### config.mk
export PLATFORM = sky130hd
export DESIGN_NAME = oisp_top
export DESIGN_NICKNAME = d
export VERILOG_FILES = /design/src/pkg/oisp_pkg.sv /design/src/core/oisp_top.sv /design/src/core/oisp_sync.sv /design/src/core/oisp_fifo.sv
export SDC_FILE = /design/constraint.sdc
export NUM_CORES = 1
export LEC_CHECK = 0
export ABC_AREA = 1
export BUFFER_PORTS_ARGS = -buffer_cell sky130_fd_sc_hd__buf_4
export CAP_MARGIN = 20
export CORE_MARGIN = 2
export CORE_UTILIZATION = 41
export CTS_CLUSTER_DIAMETER = 150
export DETAILED_ROUTE_END_ITERATION = 16
export MAX_ROUTING_LAYER = met4
export PLACE_DENSITY = 0.65
export SLEW_MARGIN = 10
export SYNTH_ARGS = -nofsm -noshare
export SYNTH_HDL_FRONTEND = slang
export SYNTH_SLANG_ARGS = --single-unit
### constraint.sdc
create_clock -name MCLK_I -period 6.33 [get_ports MCLK_I]
set_input_delay 0.9495 -clock MCLK_I [delete_from_list [all_inputs] [get_ports MCLK_I]]
set_output_delay 0.9495 -clock MCLK_I [all_outputs]
set_load 0.05 [all_outputs]
### src/pkg/oisp_pkg.sv
package oisp_pkg;
    // Channel and byte geometry
    localparam int CH_NUM = 8;
    localparam int LED_NUM = 6;
    localparam int HI_SIDE_NUM = 3;
    localparam int BYTE_W = 8;
    localparam int FAULT_W = 16;
    localparam int FIFO_DEPTH = 8;
    // Address field of the first received byte
    localparam int ADDR_MSB = 7;
    localparam int ADDR_LSB = 6;
    // Check code
    localparam logic [7:0] CRC_POLY = 8'h07;
    localparam logic [7:0] CRC_INIT = 8'h00;
    // Reset values standing in for the weak pin pulls, then bit counter and byte constants
    localparam logic PULL_UP_VAL = 1'b1;
    localparam logic PULL_DOWN_VAL = 1'b0;
    localparam logic [2:0] BIT_CNT_RST = 3'h0;
    localparam logic [2:0] BIT_LAST = 3'h7;
    localparam logic [7:0] BYTE_RST = 8'h00;

    typedef enum logic [2:0] {
        PH_IDLE  = 3'b001,
        PH_DATA  = 3'b010,
        PH_CHECK = 3'b100
    } oisp_phase_e;

    function automatic logic [7:0] oisp_crc8(input logic [7:0] d);
        logic [7:0] c;
        c = CRC_INIT ^ d;
        for (int i = 0; i < 8; i++) begin
            c = c[7] ? ((c << 1) ^ CRC_POLY) : (c << 1);
        end
        return c;
    endfunction
endpackage

### src/core/oisp_top.sv
`timescale 1ns/1ps

// Overview of operation
// - Serializer input tracks channel states while chip select and freeze strobe are high.
// - Falling edge of freeze strobe or chip select freezes the serializer input.
// - Host drives chip select low to capture states and open an access.
// - Serial data input is sampled on every rising serial clock edge.
// - Serial data output changes on every falling serial clock edge.
// - Serial data output is released while chip select is high.
// - Fault pin pulled low while any fault flag is set.
// - Ready pin asserted only while both supplies are above lockout.
// - Check-code strap high adds check byte on output and checks input.
// - Chain strap high selects daisy-chain mode, low selects addressable mode.
// - Two strap pins give the chip address, bit 0 and bit 1.
// - Select bit 0: channels 1 to 3 are high-side open-drain LED anodes.
// - Select bit 0: channels 4 to 6 are low-side open-drain LED cathodes.
// - Select bit 1: all six outputs are push-pull logic outputs.
// - All eight channel states are captured at one instant.
module oisp_top (
    // Clock and reset
    input wire logic MCLK_I,
    input wire logic SYS_RST_I,
    // SPI pins
    input wire logic CS_N_I,
    input wire logic SCLK_I,
    input wire logic SDI_I,
    output logic SDO_O,
    output logic SDO_OE_N_O,
    // Freeze strobe and channel states
    input wire logic FREEZE_N_I,
    input wire logic [oisp_pkg::CH_NUM-1:0] CH_STATE_I,
    // Straps
    input wire logic CHECK_CODE_STRAP_I,
    input wire logic CHAIN_EN_STRAP_I,
    input wire logic CHIP_ADDR_BIT0_I,
    input wire logic CHIP_ADDR_BIT1_I,
    // Supply monitors
    input wire logic VA_ABOVE_UVLO_I,
    input wire logic VL_ABOVE_UVLO_I,
    // Fault flags from the fault registers
    input wire logic [oisp_pkg::FAULT_W-1:0] FAULT_FLAGS_I,
    // LED / logic outputs
    input wire logic OUTPUT_SELECT_BIT_I,
    input wire logic [oisp_pkg::LED_NUM-1:0] LED_ON_I,
    output logic [oisp_pkg::LED_NUM-1:0] LED_OUT_O,
    output logic [oisp_pkg::LED_NUM-1:0] LED_OE_N_O,
    // Status pins
    output logic FAULT_N_O,
    output logic FAULT_OE_N_O,
    output logic READY_N_O,
    output logic READY_OE_N_O,
    // Received byte stream
    output logic RX_VALID_O,
    input wire logic RX_READY_I,
    output logic [oisp_pkg::BYTE_W-1:0] RX_DATA_O,
    output logic RX_OVERRUN_O,
    output logic CRC_ERR_O,
    output logic [oisp_pkg::CH_NUM-1:0] FROZEN_STATE_O
);
    import oisp_pkg::*;

    logic [1:0] hi_s;
    logic [5:0] lo_s;
    logic [CH_NUM-1:0] ch_s;
    logic [1:0] sup_s;
    logic cs_s;
    logic freeze_s;
    logic sclk_s;
    logic sdi_s;
    logic crc_en;
    logic chain_en;
    logic [1:0] chip_addr;

    // Pulled-high pins reset high, pulled-low pins reset low
    oisp_sync #(.W(2), .RST_VAL(PULL_UP_VAL)) u_sync_hi (
        .clk_i(MCLK_I),
        .rst_i(SYS_RST_I),
        .d_i({CS_N_I, FREEZE_N_I}),
        .q_o(hi_s)
    );
    oisp_sync #(.W(6), .RST_VAL(PULL_DOWN_VAL)) u_sync_lo (
        .clk_i(MCLK_I),
        .rst_i(SYS_RST_I),
        .d_i({SCLK_I, SDI_I, CHECK_CODE_STRAP_I, CHAIN_EN_STRAP_I,
              CHIP_ADDR_BIT1_I, CHIP_ADDR_BIT0_I}),
        .q_o(lo_s)
    );
    oisp_sync #(.W(CH_NUM), .RST_VAL(PULL_DOWN_VAL)) u_sync_ch (
        .clk_i(MCLK_I),
        .rst_i(SYS_RST_I),
        .d_i(CH_STATE_I),
        .q_o(ch_s)
    );
    oisp_sync #(.W(2), .RST_VAL(PULL_DOWN_VAL)) u_sync_sup (
        .clk_i(MCLK_I),
        .rst_i(SYS_RST_I),
        .d_i({VA_ABOVE_UVLO_I, VL_ABOVE_UVLO_I}),
        .q_o(sup_s)
    );

    assign cs_s = hi_s[1];
    assign freeze_s = hi_s[0];
    assign sclk_s = lo_s[5];
    assign sdi_s = lo_s[4];
    assign crc_en = lo_s[3];
    assign chain_en = lo_s[2];
    assign chip_addr = lo_s[1:0];

    oisp_phase_e phase_r, phase_nxt;
    logic [CH_NUM-1:0] frozen_r, frozen_nxt;
    logic sclk_d_r, sclk_d_nxt;
    logic [2:0] bit_cnt_r, bit_cnt_nxt;
    logic [7:0] rx_sr_r, rx_sr_nxt;
    logic [7:0] tx_sr_r, tx_sr_nxt;
    logic [7:0] tx_next_r, tx_next_nxt;
    logic [7:0] tx_crc_r, tx_crc_nxt;
    logic [7:0] hold_r, hold_nxt;
    logic first_r, first_nxt;
    logic addr_ok_r, addr_ok_nxt;
    logic push_r, push_nxt;
    logic [7:0] push_data_r, push_data_nxt;
    logic crc_err_r, crc_err_nxt;
    logic overrun_r, overrun_nxt;
    logic sdo_r, sdo_nxt;
    logic sdo_oe_n_r, sdo_oe_n_nxt;

    logic sclk_rise;
    logic sclk_fall;
    logic [7:0] rx_byte;
    logic byte_done;
    logic deliver;
    logic [7:0] deliver_data;
    logic fifo_wr_ready;

    assign sclk_rise = sclk_s && !sclk_d_r;
    assign sclk_fall = !sclk_s && sclk_d_r;
    assign rx_byte = {rx_sr_r[6:0], sdi_s};
    assign byte_done = sclk_rise && (bit_cnt_r == BIT_LAST) && (phase_r != PH_IDLE);

    always_comb begin
        phase_nxt = phase_r;
        frozen_nxt = frozen_r;
        sclk_d_nxt = sclk_s;
        bit_cnt_nxt = bit_cnt_r;
        rx_sr_nxt = rx_sr_r;
        tx_sr_nxt = tx_sr_r;
        tx_next_nxt = tx_next_r;
        tx_crc_nxt = tx_crc_r;
        hold_nxt = hold_r;
        first_nxt = first_r;
        addr_ok_nxt = addr_ok_r;
        push_nxt = 1'b0;
        push_data_nxt = push_data_r;
        crc_err_nxt = 1'b0;
        overrun_nxt = push_r && !fifo_wr_ready;
        deliver = 1'b0;
        deliver_data = rx_byte;

        // Transparent while both high; any fall holds all bits at once
        if (cs_s && freeze_s) begin
            frozen_nxt = ch_s;
        end

        if (cs_s) begin
            // Partial byte is dropped when select rises mid-byte
            phase_nxt = PH_IDLE;
        end else if (phase_r == PH_IDLE) begin
            // Frame opens with the states held before the fall
            phase_nxt = PH_DATA;
            bit_cnt_nxt = BIT_CNT_RST;
            tx_sr_nxt = frozen_r;
            tx_crc_nxt = oisp_crc8(frozen_r);
            first_nxt = 1'b1;
            addr_ok_nxt = 1'b0;
        end else begin
            if (sclk_rise) begin
                rx_sr_nxt = rx_byte;
                bit_cnt_nxt = bit_cnt_r + 3'h1;
            end
            if (byte_done) begin
                if (phase_r == PH_DATA && crc_en) begin
                    hold_nxt = rx_byte;
                    phase_nxt = PH_CHECK;
                    tx_next_nxt = tx_crc_r;
                end else begin
                    if (phase_r == PH_CHECK) begin
                        phase_nxt = PH_DATA;
                        deliver_data = hold_r;
                        deliver = (rx_byte == oisp_crc8(hold_r));
                        crc_err_nxt = !deliver;
                    end else begin
                        deliver = 1'b1;
                    end
                    // Chain mode passes the upstream byte along
                    tx_next_nxt = chain_en ? rx_byte : frozen_r;
                    tx_crc_nxt = oisp_crc8(tx_next_nxt);
                end
            end
            if (sclk_fall) begin
                if (bit_cnt_r == BIT_CNT_RST) begin
                    tx_sr_nxt = tx_next_r;
                end else begin
                    tx_sr_nxt = {tx_sr_r[6:0], 1'b0};
                end
            end
        end

        if (deliver) begin
            if (first_r) begin
                first_nxt = 1'b0;
                addr_ok_nxt = deliver_data[ADDR_MSB:ADDR_LSB] == chip_addr;
            end
            if (chain_en || (first_r ? (deliver_data[ADDR_MSB:ADDR_LSB] == chip_addr)
                                     : addr_ok_r)) begin
                push_nxt = 1'b1;
                push_data_nxt = deliver_data;
            end
        end

        sdo_nxt = tx_sr_nxt[7];
        sdo_oe_n_nxt = (phase_nxt == PH_IDLE);
    end

    always_ff @(posedge MCLK_I or posedge SYS_RST_I) begin
        if (SYS_RST_I) begin
            phase_r <= PH_IDLE;
            frozen_r <= BYTE_RST;
            sclk_d_r <= PULL_DOWN_VAL;
            bit_cnt_r <= BIT_CNT_RST;
            rx_sr_r <= BYTE_RST;
            tx_sr_r <= BYTE_RST;
            tx_next_r <= BYTE_RST;
            tx_crc_r <= BYTE_RST;
            hold_r <= BYTE_RST;
            first_r <= 1'b0;
            addr_ok_r <= 1'b0;
            push_r <= 1'b0;
            push_data_r <= BYTE_RST;
            crc_err_r <= 1'b0;
            overrun_r <= 1'b0;
            sdo_r <= 1'b0;
            sdo_oe_n_r <= 1'b1;
        end else begin
            phase_r <= phase_nxt;
            frozen_r <= frozen_nxt;
            sclk_d_r <= sclk_d_nxt;
            bit_cnt_r <= bit_cnt_nxt;
            rx_sr_r <= rx_sr_nxt;
            tx_sr_r <= tx_sr_nxt;
            tx_next_r <= tx_next_nxt;
            tx_crc_r <= tx_crc_nxt;
            hold_r <= hold_nxt;
            first_r <= first_nxt;
            addr_ok_r <= addr_ok_nxt;
            push_r <= push_nxt;
            push_data_r <= push_data_nxt;
            crc_err_r <= crc_err_nxt;
            overrun_r <= overrun_nxt;
            sdo_r <= sdo_nxt;
            sdo_oe_n_r <= sdo_oe_n_nxt;
        end
    end

    // SPI cannot be stalled, so a full buffer drops the byte and flags it
    oisp_fifo #(.W(BYTE_W), .DEPTH(FIFO_DEPTH)) u_rx_fifo (
        .clk_i(MCLK_I),
        .rst_i(SYS_RST_I),
        .wr_valid_i(push_r),
        .wr_ready_o(fifo_wr_ready),
        .wr_data_i(push_data_r),
        .rd_valid_o(RX_VALID_O),
        .rd_ready_i(RX_READY_I),
        .rd_data_o(RX_DATA_O)
    );

    // Pin drivers
    logic fault_oe_n_r, fault_oe_n_nxt;
    logic ready_oe_n_r, ready_oe_n_nxt;
    logic [LED_NUM-1:0] led_out_r, led_out_nxt;
    logic [LED_NUM-1:0] led_oe_n_r, led_oe_n_nxt;

    always_comb begin
        fault_oe_n_nxt = !(|FAULT_FLAGS_I);
        // High-side: drive high until both supplies are good
        ready_oe_n_nxt = sup_s[1] && sup_s[0];
    end

    generate
        for (genvar i = 0; i < LED_NUM; i++) begin : g_led
            always_comb begin
                if (OUTPUT_SELECT_BIT_I) begin
                    led_out_nxt[i] = LED_ON_I[i];
                    led_oe_n_nxt[i] = 1'b0;
                end else if (i < HI_SIDE_NUM) begin
                    led_out_nxt[i] = 1'b1;
                    led_oe_n_nxt[i] = !LED_ON_I[i];
                end else begin
                    led_out_nxt[i] = 1'b0;
                    led_oe_n_nxt[i] = !LED_ON_I[i];
                end
            end
        end
    endgenerate

    always_ff @(posedge MCLK_I or posedge SYS_RST_I) begin
        if (SYS_RST_I) begin
            fault_oe_n_r <= 1'b1;
            ready_oe_n_r <= 1'b0;
            led_out_r <= '0;
            led_oe_n_r <= '1;
        end else begin
            fault_oe_n_r <= fault_oe_n_nxt;
            ready_oe_n_r <= ready_oe_n_nxt;
            led_out_r <= led_out_nxt;
            led_oe_n_r <= led_oe_n_nxt;
        end
    end

    assign SDO_O = sdo_r;
    assign SDO_OE_N_O = sdo_oe_n_r;
    assign FAULT_N_O = 1'b0;
    assign FAULT_OE_N_O = fault_oe_n_r;
    assign READY_N_O = 1'b1;
    assign READY_OE_N_O = ready_oe_n_r;
    assign LED_OUT_O = led_out_r;
    assign LED_OE_N_O = led_oe_n_r;
    assign RX_OVERRUN_O = overrun_r;
    assign CRC_ERR_O = crc_err_r;
    assign FROZEN_STATE_O = frozen_r;
endmodule

### src/core/oisp_sync.sv
`timescale 1ns/1ps
module oisp_sync #(
    parameter int W = 1,
    parameter logic RST_VAL = 1'b0
) (
    // Clock and reset
    input wire logic clk_i,
    input wire logic rst_i,
    // Data
    input wire logic [W-1:0] d_i,
    output logic [W-1:0] q_o
);
    logic [W-1:0] meta_r;
    logic [W-1:0] meta_nxt;
    logic [W-1:0] q_r;
    logic [W-1:0] q_nxt;

    initial begin
        if (W < 1) $error("oisp_sync: W must be at least 1");
    end

    always_comb begin
        meta_nxt = d_i;
        q_nxt = meta_r;
    end

    always_ff @(posedge clk_i or posedge rst_i) begin
        if (rst_i) begin
            meta_r <= {W{RST_VAL}};
            q_r <= {W{RST_VAL}};
        end else begin
            meta_r <= meta_nxt;
            q_r <= q_nxt;
        end
    end

    assign q_o = q_r;
endmodule

### src/core/oisp_fifo.sv
`timescale 1ns/1ps
module oisp_fifo #(
    parameter int W = 8,
    parameter int DEPTH = 8
) (
    // Clock and reset
    input wire logic clk_i,
    input wire logic rst_i,
    // Fill side
    input wire logic wr_valid_i,
    output logic wr_ready_o,
    input wire logic [W-1:0] wr_data_i,
    // Drain side
    output logic rd_valid_o,
    input wire logic rd_ready_i,
    output logic [W-1:0] rd_data_o
);
    localparam int AW = $clog2(DEPTH);

    logic [W-1:0] mem_r [DEPTH];
    logic [AW:0] wr_ptr_r;
    logic [AW:0] wr_ptr_nxt;
    logic [AW:0] rd_ptr_r;
    logic [AW:0] rd_ptr_nxt;
    logic full;
    logic empty;
    logic do_wr;
    logic do_rd;

    initial begin
        if (DEPTH < 2 || (1 << AW) != DEPTH) $error("oisp_fifo: DEPTH must be a power of two >= 2");
        if (W < 1) $error("oisp_fifo: W must be at least 1");
    end

    // Extra pointer bit tells full from empty
    assign empty = (wr_ptr_r == rd_ptr_r);
    assign full = (wr_ptr_r[AW] != rd_ptr_r[AW]) && (wr_ptr_r[AW-1:0] == rd_ptr_r[AW-1:0]);
    assign do_wr = wr_valid_i && !full;
    assign do_rd = rd_ready_i && !empty;

    always_comb begin
        wr_ptr_nxt = do_wr ? wr_ptr_r + 1'b1 : wr_ptr_r;
        rd_ptr_nxt = do_rd ? rd_ptr_r + 1'b1 : rd_ptr_r;
    end

    always_ff @(posedge clk_i or posedge rst_i) begin
        if (rst_i) begin
            wr_ptr_r <= '0;
            rd_ptr_r <= '0;
        end else begin
            wr_ptr_r <= wr_ptr_nxt;
            rd_ptr_r <= rd_ptr_nxt;
        end
    end

    // Storage needs no reset; valid gates it
    always_ff @(posedge clk_i) begin
        if (do_wr) begin
            mem_r[wr_ptr_r[AW-1:0]] <= wr_data_i;
        end
    end

    assign wr_ready_o = !full;
    assign rd_valid_o = !empty;
    assign rd_data_o = mem_r[rd_ptr_r[AW-1:0]];
endmodule

# After elaboration in Yosys (flattened, before gate mapping)

Memory sizes are Yosys's and may differ from the RTL's.
Cells that the tools add are included.

Word-level logic and storage cells: 188
Bits of input ports: 44
Bits in registers: 126
Memory bits (writable): 64
Output and inout bits: 37
Memories kept: 1

Memory list:

| name            | words | width | rd ports | clocked after Yosys merged registers in | wr ports | RTL line        | text |
|---|---|---|---|---|---|---|---|
| u_rx_fifo.mem_r | 8     | 8     | 1        | 0                                       | 1        | oisp_fifo.sv:20 | `logic [W-1:0] mem_r [DEPTH];` |

Eq/ne operators: 12
Multiplexer cells: 79
Reduce and logical (&&, ||, !) cells: 36
Bitwise logic cells: 26
Add/sub/neg operators: 3

Operators by type and width:

| operator            | count |
|---|---|
| $mux 8              | 13 |
| $mux 3              | 31 |
| $not 3->3           | 24 |
| $mux 1              | 35 |
| $reduce_or 16->1    | 1 |
| $logic_not 1->1     | 12 |
| $logic_and 1x1->1   | 11 |
| $reduce_and 3->1    | 3 |
| $add 4x1->4 const B | 2 |
| $eq 8x8->1          | 1 |
| $eq 3x1->1 const B  | 2 |
| $eq 3x3->1 const B  | 2 |
| $reduce_and 2->1    | 3 |
| $reduce_bool 2->1   | 3 |
| $eq 4x4->1          | 1 |
| $reduce_and 4->1    | 1 |
| $add 3x1->3 const B | 1 |
| $eq 3x2->1 const B  | 1 |
| $eq 3x3->1          | 1 |
| $logic_not 3->1     | 1 |
| $ne 3x1->1 const B  | 1 |
| $eq 2x2->1          | 1 |
| $ne 2x2->1 const B  | 1 |
| $not 1->1           | 2 |
| other kinds (2)     | 2 |

# Depth between registers and ports, before layout

Gate-level depths: netlist of run 1.

Word-level depth: 23
Gate-level depth with buffers: 15
Gate-level depth less buffers: 14

# By module

From an unflattened synthesis of run 1, not the netlist that was laid out.

Cell total of the unflattened synthesis: 868
Area total of the unflattened synthesis: 8419.3 um2

By module, submodules not included:

| module                  | cells each | area an instance (um2) | sequential area each (um2) | instances |
|---|---|---|---|---|
| oisp_top                | 562        | 4440.5                 | 2063.2                     | 1 |
| oisp_fifo               | 266        | 3057.9                 | 2122.0                     | 1 |
| oisp_sync at u_sync_ch  | 17         | 404.1                  | 400.4                      | 1 |
| oisp_sync at u_sync_lo  | 13         | 304.0                  | 300.3                      | 1 |
| oisp_sync at u_sync_hi  | 5          | 108.9                  | 105.1                      | 1 |
| oisp_sync at u_sync_sup | 5          | 103.8                  | 100.1                      | 1 |

# Worst setup path before layout of run 1

No wires, ideal clock.

Path kind: flip-flop to output port
From: register u_rx_fifo.rd_ptr_r[1]
To: output RX_DATA_O[6] (netlist bit)
Path buffers: 2
Cell stages (with the launch flop): 8
Arrival time: 1.994 ns
Slack: 3.387 ns
Data required time: 5.380 ns
Path through: dfrtp_1 buf_2 clkinv_1 clkbuf_1 o21ai_0 o22ai_1 nor2_1 a31oi_1

Word-level cells in the longest chain between the ends: 1

Ends and longest elaborated chain:

| item                     | RTL line        | text |
|---|---|---|
| start: declaration       | oisp_fifo.sv:23 | `logic [AW:0] rd_ptr_r;` |
| start signal: assignment | oisp_fifo.sv:52 | `rd_ptr_r <= rd_ptr_nxt;` |
| $mem_v2 8x8              | -               |  |
| end: declaration         | oisp_top.sv:55  | `output logic [oisp_pkg::BYTE_W-1:0] RX_DATA_O,` |

No other way between the ends.

# Worst setup path after layout of run 1

From: register u_rx_fifo.rd_ptr_r[0]
To: output RX_DATA_O[6] (netlist bit)

The elaborated chain is that of the path after synthesis.

==> impl_metrics.toml, run 1 <==
[outcome]
outcome = "finished clean"

[grt]
grt_pass1_wl_mm = 27.3
antenna_found_initial = 0
grt_max_degree = 73
first_global_vias = 5411
grt-ovfl-total = 0
track_usage_pct = 16.6

[power_and_ir_drop]
p_leak_nw = 4.08
peakVddDrop_v = 0.000176
power.density_nw_per_um2 = 350
power_mw = 3.34

[sta]
clock_skew_ps = 13.8
tightestPinTransition_ps = 1030
min_period_ps = 3970
slew_violations = 0
rsz0062_at_grt = "false"
final_hold_viol_count = 0
holdWs_ps = 343
fin_tns_setup_ps = 0
maxSlewHeadroom_pct = 31.1
setup_viol = 0
worst_slack_ps = 2360
finalCritPeriodShare_pct = 62.7
max_freq_mhz = 252

[critical_path]
crit_type = "flip-flop to primary output"
critPathSlowestCell = "dfrtp_1"
start_kind = "flip-flop"
r2r-start = "u_rx_fifo.rd_ptr_r[0]$_DFFE_PP0P_"
worstPathCellList = "inv_1 -> o21ai_0 -> o22ai_1 -> nor2_1 -> a31oi_1 -> buf_4"
crit_start = "u_rx_fifo.rd_ptr_r[0]$_DFFE_PP0P_"
crit_arrival_ps = 3020
crit_fanout = 35
r2r_end = "u_rx_fifo.mem_r[4][6]$_DFFE_PP_"
rrSetupSlack_ps = 2960
crit_end = "RX_DATA_O[6]"
cp.required_ps = 5380
setup.worst_path.end_class = "primary output"
max_stage_delay_ps = 1030
reg2reg_depth = 9

[clock_tree]
cts_buffers = 17
clk_latency_ps = 430
cts_tree = "built"
cts.sinks = 190
cts-htree-levels = 4
ctsHoldBuffers = 0
cts-root-buf = "clkbuf_16"
path_clk_slew_ps = 70
cts_buffer_depth = 2
cts_resized = 0
cts_setup_buffers = 0

[yosys]
synth_seq_area_share_pct = 62.1
synth_warnings = 0
syn_nets = 884
syn_area_um2 = 8200
postSynthCellCount = 835
ys_seq_elements = 190
syn-mean-instance-area_um2 = 9.82
synthDistinctLibCells = 42

[final_layout]
fill_cells = 1844
fin_area_um2 = 9530
fin_cells = 1177
layout_commonest_cell = "nand2_1"
nets = 948
fin_util_pct = 48.8
n_antenna_cell = 0
area_growth_pct = 16.2
seqCellArea_um2 = 5090
multiInputGateArea_um2 = 2650
final_cell_mix = "nand2_1, dfrtp_1, nor2_1"
drive_above_1_share_pct = 17.0

[die]
die_area_um2 = 21200
ios = 81
fp.coreArea_um2 = 19500
initial_utilization_pct = 42.0
die_w_um = 145
die_h_um = 145
rows = 51

[routing]
drc = 0
detail_route.wl_per_cell_um = 14.0
first_pass_iters = 6
routed_wl_mm = 16.5
vias_per_cell = 4.85
vias = 5710
first_iter_violations = 454
ant_nets = 0

[place]
place_congestion = 0.888
hpwlAfterDp_mm = 11.5
place_inst = 1145
pre_cts_ws_ps = 2830
place_area_um2 = 8960
io_buffers = 78

[run]
max_cap_viol_count = 0

[min_path]
hold_class = "flip-flop to flip-flop"
==> worst max-delay path: cells and delay by family, from the launching register on <==
| family | cells | cell delay (ps) |
|---|---|---|
| DFF | 1 | 1030 |
| AOI/OAI and AO/OA | 3 | 530 |
| buffers and inverters | 2 | 920 |
| and+or+nand+nor | 1 | 100 |
==> state kept, by name, indices dropped and copies added (netlist names), 7 cells and up <==
register          count
FROZEN_STATE_O        8
hold_r                8
push_data_r           8
rx_sr_r               7
tx_crc_r              8
tx_next_r             8
tx_sr_r               8
u_rx_fifo.mem_r      64
u_sync_ch.meta_r      8
u_sync_ch.q_o         8
==> kinds of logic (layout without fill, tap and decap cells) <==
logic type                 count (synthesis)  in the layout  share of synthesized area (%)
AOI/OAI and AO/OA                        158            158                           10.8
xor gates and xnor gates                  25             25                           2.94
DFF                                      190            190                           62.1
adders and majority gates                  5              5                          0.763
buffers and inverters                    110            187                           5.64
other                                      2              2                         0.0916
and+or+nand+nor                          345            345                           17.7
==> where the power goes <==
group	leakage (nW)	internal, mW	switching [mW]
clock	0.273	0.524	0.492
sequential	2.07	1.35	0.117
combinational	1.74	0.280	0.570
total	4.08	2.16	1.18
==> layout make-up <==
| cell class | count | share of cell area [%] |
|---|---|---|
| clock buffer | 18 | 4.50 |
| sequential | 190 | 53.4 |
| multi-input combinational | 535 | 27.8 |
| clock inverter | 14 | 1.52 |
| inverter | 76 | 3.07 |
| tap | 265 | 3.48 |
| timing repair buffer | 79 | 6.22 |
==> cells in the mapped netlist <==
cell type  instances  area, um2
nand2_1          180        676
dfrtp_1          113       2830
nor2_1           101        379
o21ai_0           90        450
inv_1             70        263
edfxtp_1          64       1920
nand3_1           26        130
a21oi_1           19       95.1
clkbuf_1          18       67.6
xor2_1            17        149
dfstp_2           13        342
a31oi_1           12       75.1
o21ai_1           11       55.1
nand4_1           10       62.6
o211ai_1          10       75.1
buf_2              8       40.0
o22ai_1            8       50.1
nand2_2            7       43.8
buf_4              6       45.0
or2_2              6       37.5
ha_1               5       62.6
nor4_1             5       31.3
xnor2_1            5       43.8
inv_2              3       11.3
nor2_2             3       18.8
xnor2_2            3       48.8
a21boi_0           2       15.0
buf_6              2       22.5
clkinv_1           2       7.51
conb_1             2       7.51
o21a_1             2       15.0
o21ai_2            2       17.5
a211oi_4           1       20.0
a21oi_4            1       16.3
and3_1             1       6.26
inv_4              1       6.26
nand2_4            1       11.3
nand3_2            1       10.0
nand3_4            1       17.5
nand3b_1           1       7.51
nor2_4             1       11.3
nor3_2             1       10.0
==> worst min path at each step <==
| stage | slack, ps | start | cells past startpoint | end |
|---|---|---|---|---|
| floorplan | 330 | u_sync_ch.meta_r[0]$_DFF_PP0_ | 0 | u_sync_ch.q_o[0]$_DFF_PP0_ |
| global placement | 330 | u_sync_ch.meta_r[4]$_DFF_PP0_ | 0 | u_sync_ch.q_o[4]$_DFF_PP0_ |
| detailed placement | 330 | u_sync_lo.meta_r[1]$_DFF_PP0_ | 0 | u_sync_lo.q_o[1]$_DFF_PP0_ |
| CTS | 350 | u_sync_lo.meta_r[1]$_DFF_PP0_ | 0 | u_sync_lo.q_o[1]$_DFF_PP0_ |
| global route | 360 | u_sync_sup.meta_r[1]$_DFF_PP0_ | 0 | u_sync_sup.q_o[1]$_DFF_PP0_ |
| finish | 340 | u_sync_lo.meta_r[1]$_DFF_PP0_ | 0 | u_sync_lo.q_o[1]$_DFF_PP0_ |
==> routing by layer <==
layer | routed length [um] | vias up | share of wire [%] | track usage, %
met3 | 768 | 20 | 4.7 | 3.42
met2 | 7870 | 146 | 48 | 26.1
met1 | 7550 | 2666 | 46 | 21.5
met5 | 0 | - | 0 | -
li1 | - | 2878 | - | -
met4 | 280 | 0 | 1.7 | 6.18
Power figures use the tool's default switching activity.
==> inputs of run 2 (changes only) <==
==> constraint.sdc (replaced) <==
create_clock -name MCLK_I -period 4 [get_ports MCLK_I]
set_input_delay 0.6 -clock MCLK_I [delete_from_list [all_inputs] [get_ports MCLK_I]]
set_output_delay 0.6 -clock MCLK_I [all_outputs]
set_load 0.05 [all_outputs]
==> run 2 against run 1 <==
Design area rose by 0.68%. Wire length is 4.7% higher. Flip-flop and latch count stayed put. Sequential power is 55% higher. Clock power rose by 65%. Via count grew 0.53%. First-iteration DRC count is 12% lower. Setup slack lost 1500 ps. Worst hold slack got worse by 240 ps. Largest power group unchanged.
==> impl_metrics.toml, run 2 (synthesized netlist as in run 1, its figures left out) <==
[clock_tree]
cts-root-buf = "clkbuf_16"
path_clk_slew_ps = 70
cts_setup_buffers = 0
clk_latency_ps = 430
cts-htree-levels = 4
cts_buffers = 17
cts_resized = 0
cts_buffer_depth = 2
ctsHoldBuffers = 0
cts.sinks = 190
cts_tree = "built"

[run]
max_cap_viol_count = 0

[power_and_ir_drop]
peakVddDrop_v = 0.000286
power.density_nw_per_um2 = 562
p_leak_nw = 4.12

[die]
rows = 51
die_w_um = 145
die_area_um2 = 21200
initial_utilization_pct = 42.0
fp.coreArea_um2 = 19500
die_h_um = 145
ios = 81

[critical_path]
critPathTopFamily = "buffers and inverters"
cp.depth = 5
cp.required_ps = 3400
crit_arrival_ps = 2500
crit_fanout = 19
setup.worst_path.end_class = "primary output"
crit_type = "flip-flop to primary output"
max_stage_delay_ps = 680
critPathBufInv = 2
worstPathCellList = "clkinv_1 -> nor2_1 -> o21ai_0 -> a31oi_1 -> buf_4"
critPathSlowestCell = "dfrtp_1"
reg2reg_depth = 9
start_kind = "flip-flop"

[grt]
first_global_vias = 5560
grt_pass1_wl_mm = 28.4
use_met3_pct = 4.14
grt_max_degree = 113
track_usage_pct = 17.4
grt_util_met1_pct = 22.9
antenna_found_initial = 0
grt-ovfl-total = 0
grt_use_met2_pct = 27.0
busiest_layer = "met2"

[routing]
first_pass_iters = 5
first_iter_violations = 399
ant_nets = 0
detail_route.wl_per_cell_um = 14.6
vias_per_cell = 4.86
drc = 0
vias = 5740
routed_wl_mm = 17.2

[place]
io_buffers = 78
hpwlAfterDp_mm = 12.1
place_inst = 1146
place_congestion = 0.938

[final_layout]
nets = 951
final_cell_mix = "nand2_1, dfrtp_1, nor2_1"
fin_cells = 1180
layout_commonest_cell = "nand2_1"
drive_above_1_share_pct = 17.5
area_growth_pct = 17.0
n_antenna_cell = 0
fin_util_pct = 49.1
largest_reg_flops = 64

[min_path]
hold_class = "input port to asynchronous set/reset pin"

[sta]
clock_skew_ps = 12.5
fin_tns_setup_ps = 0
max_freq_mhz = 322
slew_violations = 0
finalCritPeriodShare_pct = 77.5
maxSlewHeadroom_pct = 38.6
final_hold_viol_count = 0
setup_viol = 0
min_period_ps = 3100
rsz0062_at_grt = "false"
tightestPinTransition_ps = 920

[outcome]
outcome = "finished clean"
==> run 2: per-stage QoR <==
step / power, mW / hold WS, ps / instance area, um2 / setup slack, ps
floorplan: 3.35 / 331 / 8200 / 65.6
global placement: 3.72 / 332 / 8960 / 1360
detailed placement: 3.75 / 336 / 8960 / 1310
CTS: 5.44 / 252 / 9560 / 848
global route: 5.70 / 102 / 9600 / 612
finish: 5.40 / 108 / 9600 / 898
==> run 2: final timing paths <==
check	from	endpoint	slack, ps
worst min register to register	u_sync_ch.meta_r[0]$_DFF_PP0_	u_sync_ch.q_o[0]$_DFF_PP0_	350
worst max register to register	u_rx_fifo.rd_ptr_r[0]$_DFFE_PP0P_	u_rx_fifo.mem_r[5][6]$_DFFE_PP_	1310
worst max-delay path	u_rx_fifo.rd_ptr_r[1]$_DFFE_PP0P_	RX_DATA_O[2]	900
worst min-delay path	SYS_RST_I	u_sync_sup.meta_r[1]$_DFF_PP0_	110
min in group MCLK_I	CH_STATE_I[7]	u_sync_ch.meta_r[7]$_DFF_PP0_	270
max in group asynchronous	SYS_RST_I	hold_r[6]$_DFFE_PP0P_	2940
==> run 2: layer usage <==
metal	wire [um]	part of all wire, %	vias up
li1	-	-	2880
met4	252	1.5	0
met5	0	0	-
met2	8080	47	142
met1	8120	47	2696
met3	796	4.6	22
==> run 2: area by class of cell <==
| cell class | count | area (um2) |
|---|---|---|
| Clock buffer | 17 | 425 |
| Clock inverter | 15 | 171 |
| Fill cell | 1859 | 9930 |
| Inverter | 76 | 293 |
| Multi-Input combinational cell | 535 | 2650 |
| Sequential cell | 190 | 5090 |
| Tap cell | 265 | 332 |
| Timing Repair Buffer | 82 | 636 |
==> run 2: report_power, final <==
part	switching, mW	internal, mW	total (mW)
Sequential	0.136	2.14	2.28
Clock	0.793	0.891	1.68
Combinational	0.977	0.455	1.43
==> inputs of run 3 (changes only) <==
--- a/config.mk
+++ b/config.mk
@@ -13,7 +13,7 @@
 export CTS_CLUSTER_DIAMETER = 150
 export DETAILED_ROUTE_END_ITERATION = 16
 export MAX_ROUTING_LAYER = met4
-export PLACE_DENSITY = 0.65
+export PLACE_DENSITY = 0.67
 export SLEW_MARGIN = 10
 export SYNTH_ARGS = -nofsm -noshare
 export SYNTH_HDL_FRONTEND = slang
==> constraint.sdc (replaced) <==
create_clock -name MCLK_I -period 2.7 [get_ports MCLK_I]
set_input_delay 0.405 -clock MCLK_I [delete_from_list [all_inputs] [get_ports MCLK_I]]
set_output_delay 0.405 -clock MCLK_I [all_outputs]
set_load 0.05 [all_outputs]
==> run 3 against run 2 <==
Largest cell class unchanged. Via count up 0.17%. Clock skew shrank 0.99 ps. First-iteration DRC count down 15%. Design area is 0.31% higher.
==> impl_metrics.toml, run 3 (synthesized netlist as in run 1, its figures left out) <==
[run]
max_cap_viol_count = 0

[grt]
grt_pass1_wl_mm = 27.8
first_global_vias = 5613
grt-ovfl-total = 0
track_usage_pct = 16.7
antenna_found_initial = 0
grt_max_degree = 127

[critical_path]
r2r_end = "push_data_r[0]$_DFFE_PP0P_"
reg2reg_depth = 14
rrSetupSlack_ps = 500
critPathSlowestCell = "dfrtp_1"
critPathBufInv = 2
crit_arrival_ps = 2120
crit_fanout = 26
r2r-start = "bit_cnt_r[0]$_DFFE_PP0P_"
setup.worst_path.end_class = "primary output"
crit_type = "flip-flop to primary output"
max_stage_delay_ps = 520
cpMostUsedCell = "buf_4"
critPathTopFamily = "buffers and inverters"
worstPathCellList = "buf_4 -> o21ai_0 -> o22ai_1 -> nor2_1 -> a31oi_1 -> buf_4"
cp.required_ps = 2300
start_kind = "flip-flop"

[power_and_ir_drop]
power.density_nw_per_um2 = 819
peakVddDrop_v = 0.000436
p_leak_nw = 4.15

[clock_tree]
cts-root-buf = "clkbuf_16"
path_clk_slew_ps = 70
cts-htree-levels = 4
cts_buffers = 17
cts_buffer_depth = 2
cts.sinks = 190
cts_setup_buffers = 0
clk_latency_ps = 430
cts_tree = "built"

[sta]
maxSlewHeadroom_pct = 32.6
fin_tns_setup_ps = 0
finalCritPeriodShare_pct = 93.6
worst_slack_ps = 173
setup_viol = 0
max_freq_mhz = 396
clock_skew_ps = 11.5
holdWs_ps = 77.3
final_hold_viol_count = 0
min_period_ps = 2530
tightestPinTransition_ps = 1010
rsz0062_at_grt = "false"
slew_violations = 0

[die]
die_area_um2 = 21200
initial_utilization_pct = 42.0
die_w_um = 145
ios = 81
fp.coreArea_um2 = 19500
die_h_um = 145
rows = 51

[final_layout]
n_antenna_cell = 0
fin_util_pct = 49.3
area_growth_pct = 17.4
drive_above_1_share_pct = 18.1
largest_reg_flops = 64
layout_commonest_cell = "nand2_1"
nets = 961
final_cell_mix = "nand2_1, dfrtp_1, nor2_1"
fill_cells = 1819
fin_cells = 1190

[place]
place_congestion = 0.843
place_inst = 1158
hpwlAfterDp_mm = 11.2
pre_cts_ws_ps = 509
io_buffers = 78

[routing]
ant_nets = 0
drc = 0
first_pass_iters = 5
first_iter_violations = 339
vias_per_cell = 4.83
routed_wl_mm = 16.6
vias = 5750
detail_route.wl_per_cell_um = 13.9

[min_path]
hold-path-cell-count = 1
hold_class = "input port to flip-flop"
holdPathEnd = "u_sync_lo.meta_r[4]$_DFF_PP0_"
min_from = "SDI_I"

[outcome]
outcome = "finished clean"
==> run 3: timing repair <==
action                                  CTS  global route
endpoints found under the setup margin    0             7
hold buffers                              0             0
endpoints found under the hold margin     0             0
resized for setup                         0             1
==> run 3: routing by layer <==
metal / vias to the layer above / routed length [um] / GRT usage (%)
li1: 2899 / - / -
met1: 2704 / 7990 / 22.4
met3: 15 / 777 / 3.73
met2: 132 / 7640 / 25.8
met4: 0 / 171 / 4.95
met5: - / 0 / -
==> run 3: where the power goes <==
part / switching [mW] / internal [mW]
combinational: 1.44 / 0.706
sequential: 0.194 / 3.18
clock: 1.15 / 1.21
total: 2.79 / 5.09
==> run 3: area by class of cell <==
| class | instances | area, um2 | area share [%] |
|---|---|---|---|
| Clock buffer | 17 | 425 | 4.42 |
| Multi-Input combinational cell | 535 | 2650 | 27.5 |
| Tap cell | 265 | 332 | 3.44 |
| Timing Repair Buffer | 92 | 707 | 7.34 |
| Sequential cell | 190 | 5090 | 52.9 |
| Inverter | 76 | 292 | 3.03 |
| Clock inverter | 15 | 131 | 1.36 |
==> run 3: how the worst max path moves through the flow <==
stage | startpoint | endpoint | cells after the start
after floorplan | u_rx_fifo.rd_ptr_r[1]$_DFFE_PP0P_ | RX_DATA_O[6] | 7
after CTS | u_rx_fifo.rd_ptr_r[0]$_DFFE_PP0P_ | RX_DATA_O[6] | 7
final | u_rx_fifo.rd_ptr_r[0]$_DFFE_PP0P_ | RX_DATA_O[6] | 6
after global placement | bit_cnt_r[0]$_DFFE_PP0P_ | push_data_r[2]$_DFFE_PP0P_ | 14
after detailed placement | bit_cnt_r[0]$_DFFE_PP0P_ | push_data_r[1]$_DFFE_PP0P_ | 14
after global routing | u_rx_fifo.rd_ptr_r[0]$_DFFE_PP0P_ | RX_DATA_O[6] | 6
==> run 3: through the flow <==
stage               area, um2  total power, mW
floorplan                8210             4.97
global placement         9070             5.53
detailed placement       9070             5.57
CTS                      9620             7.94
global route             9630             8.30
finish                   9630             7.88
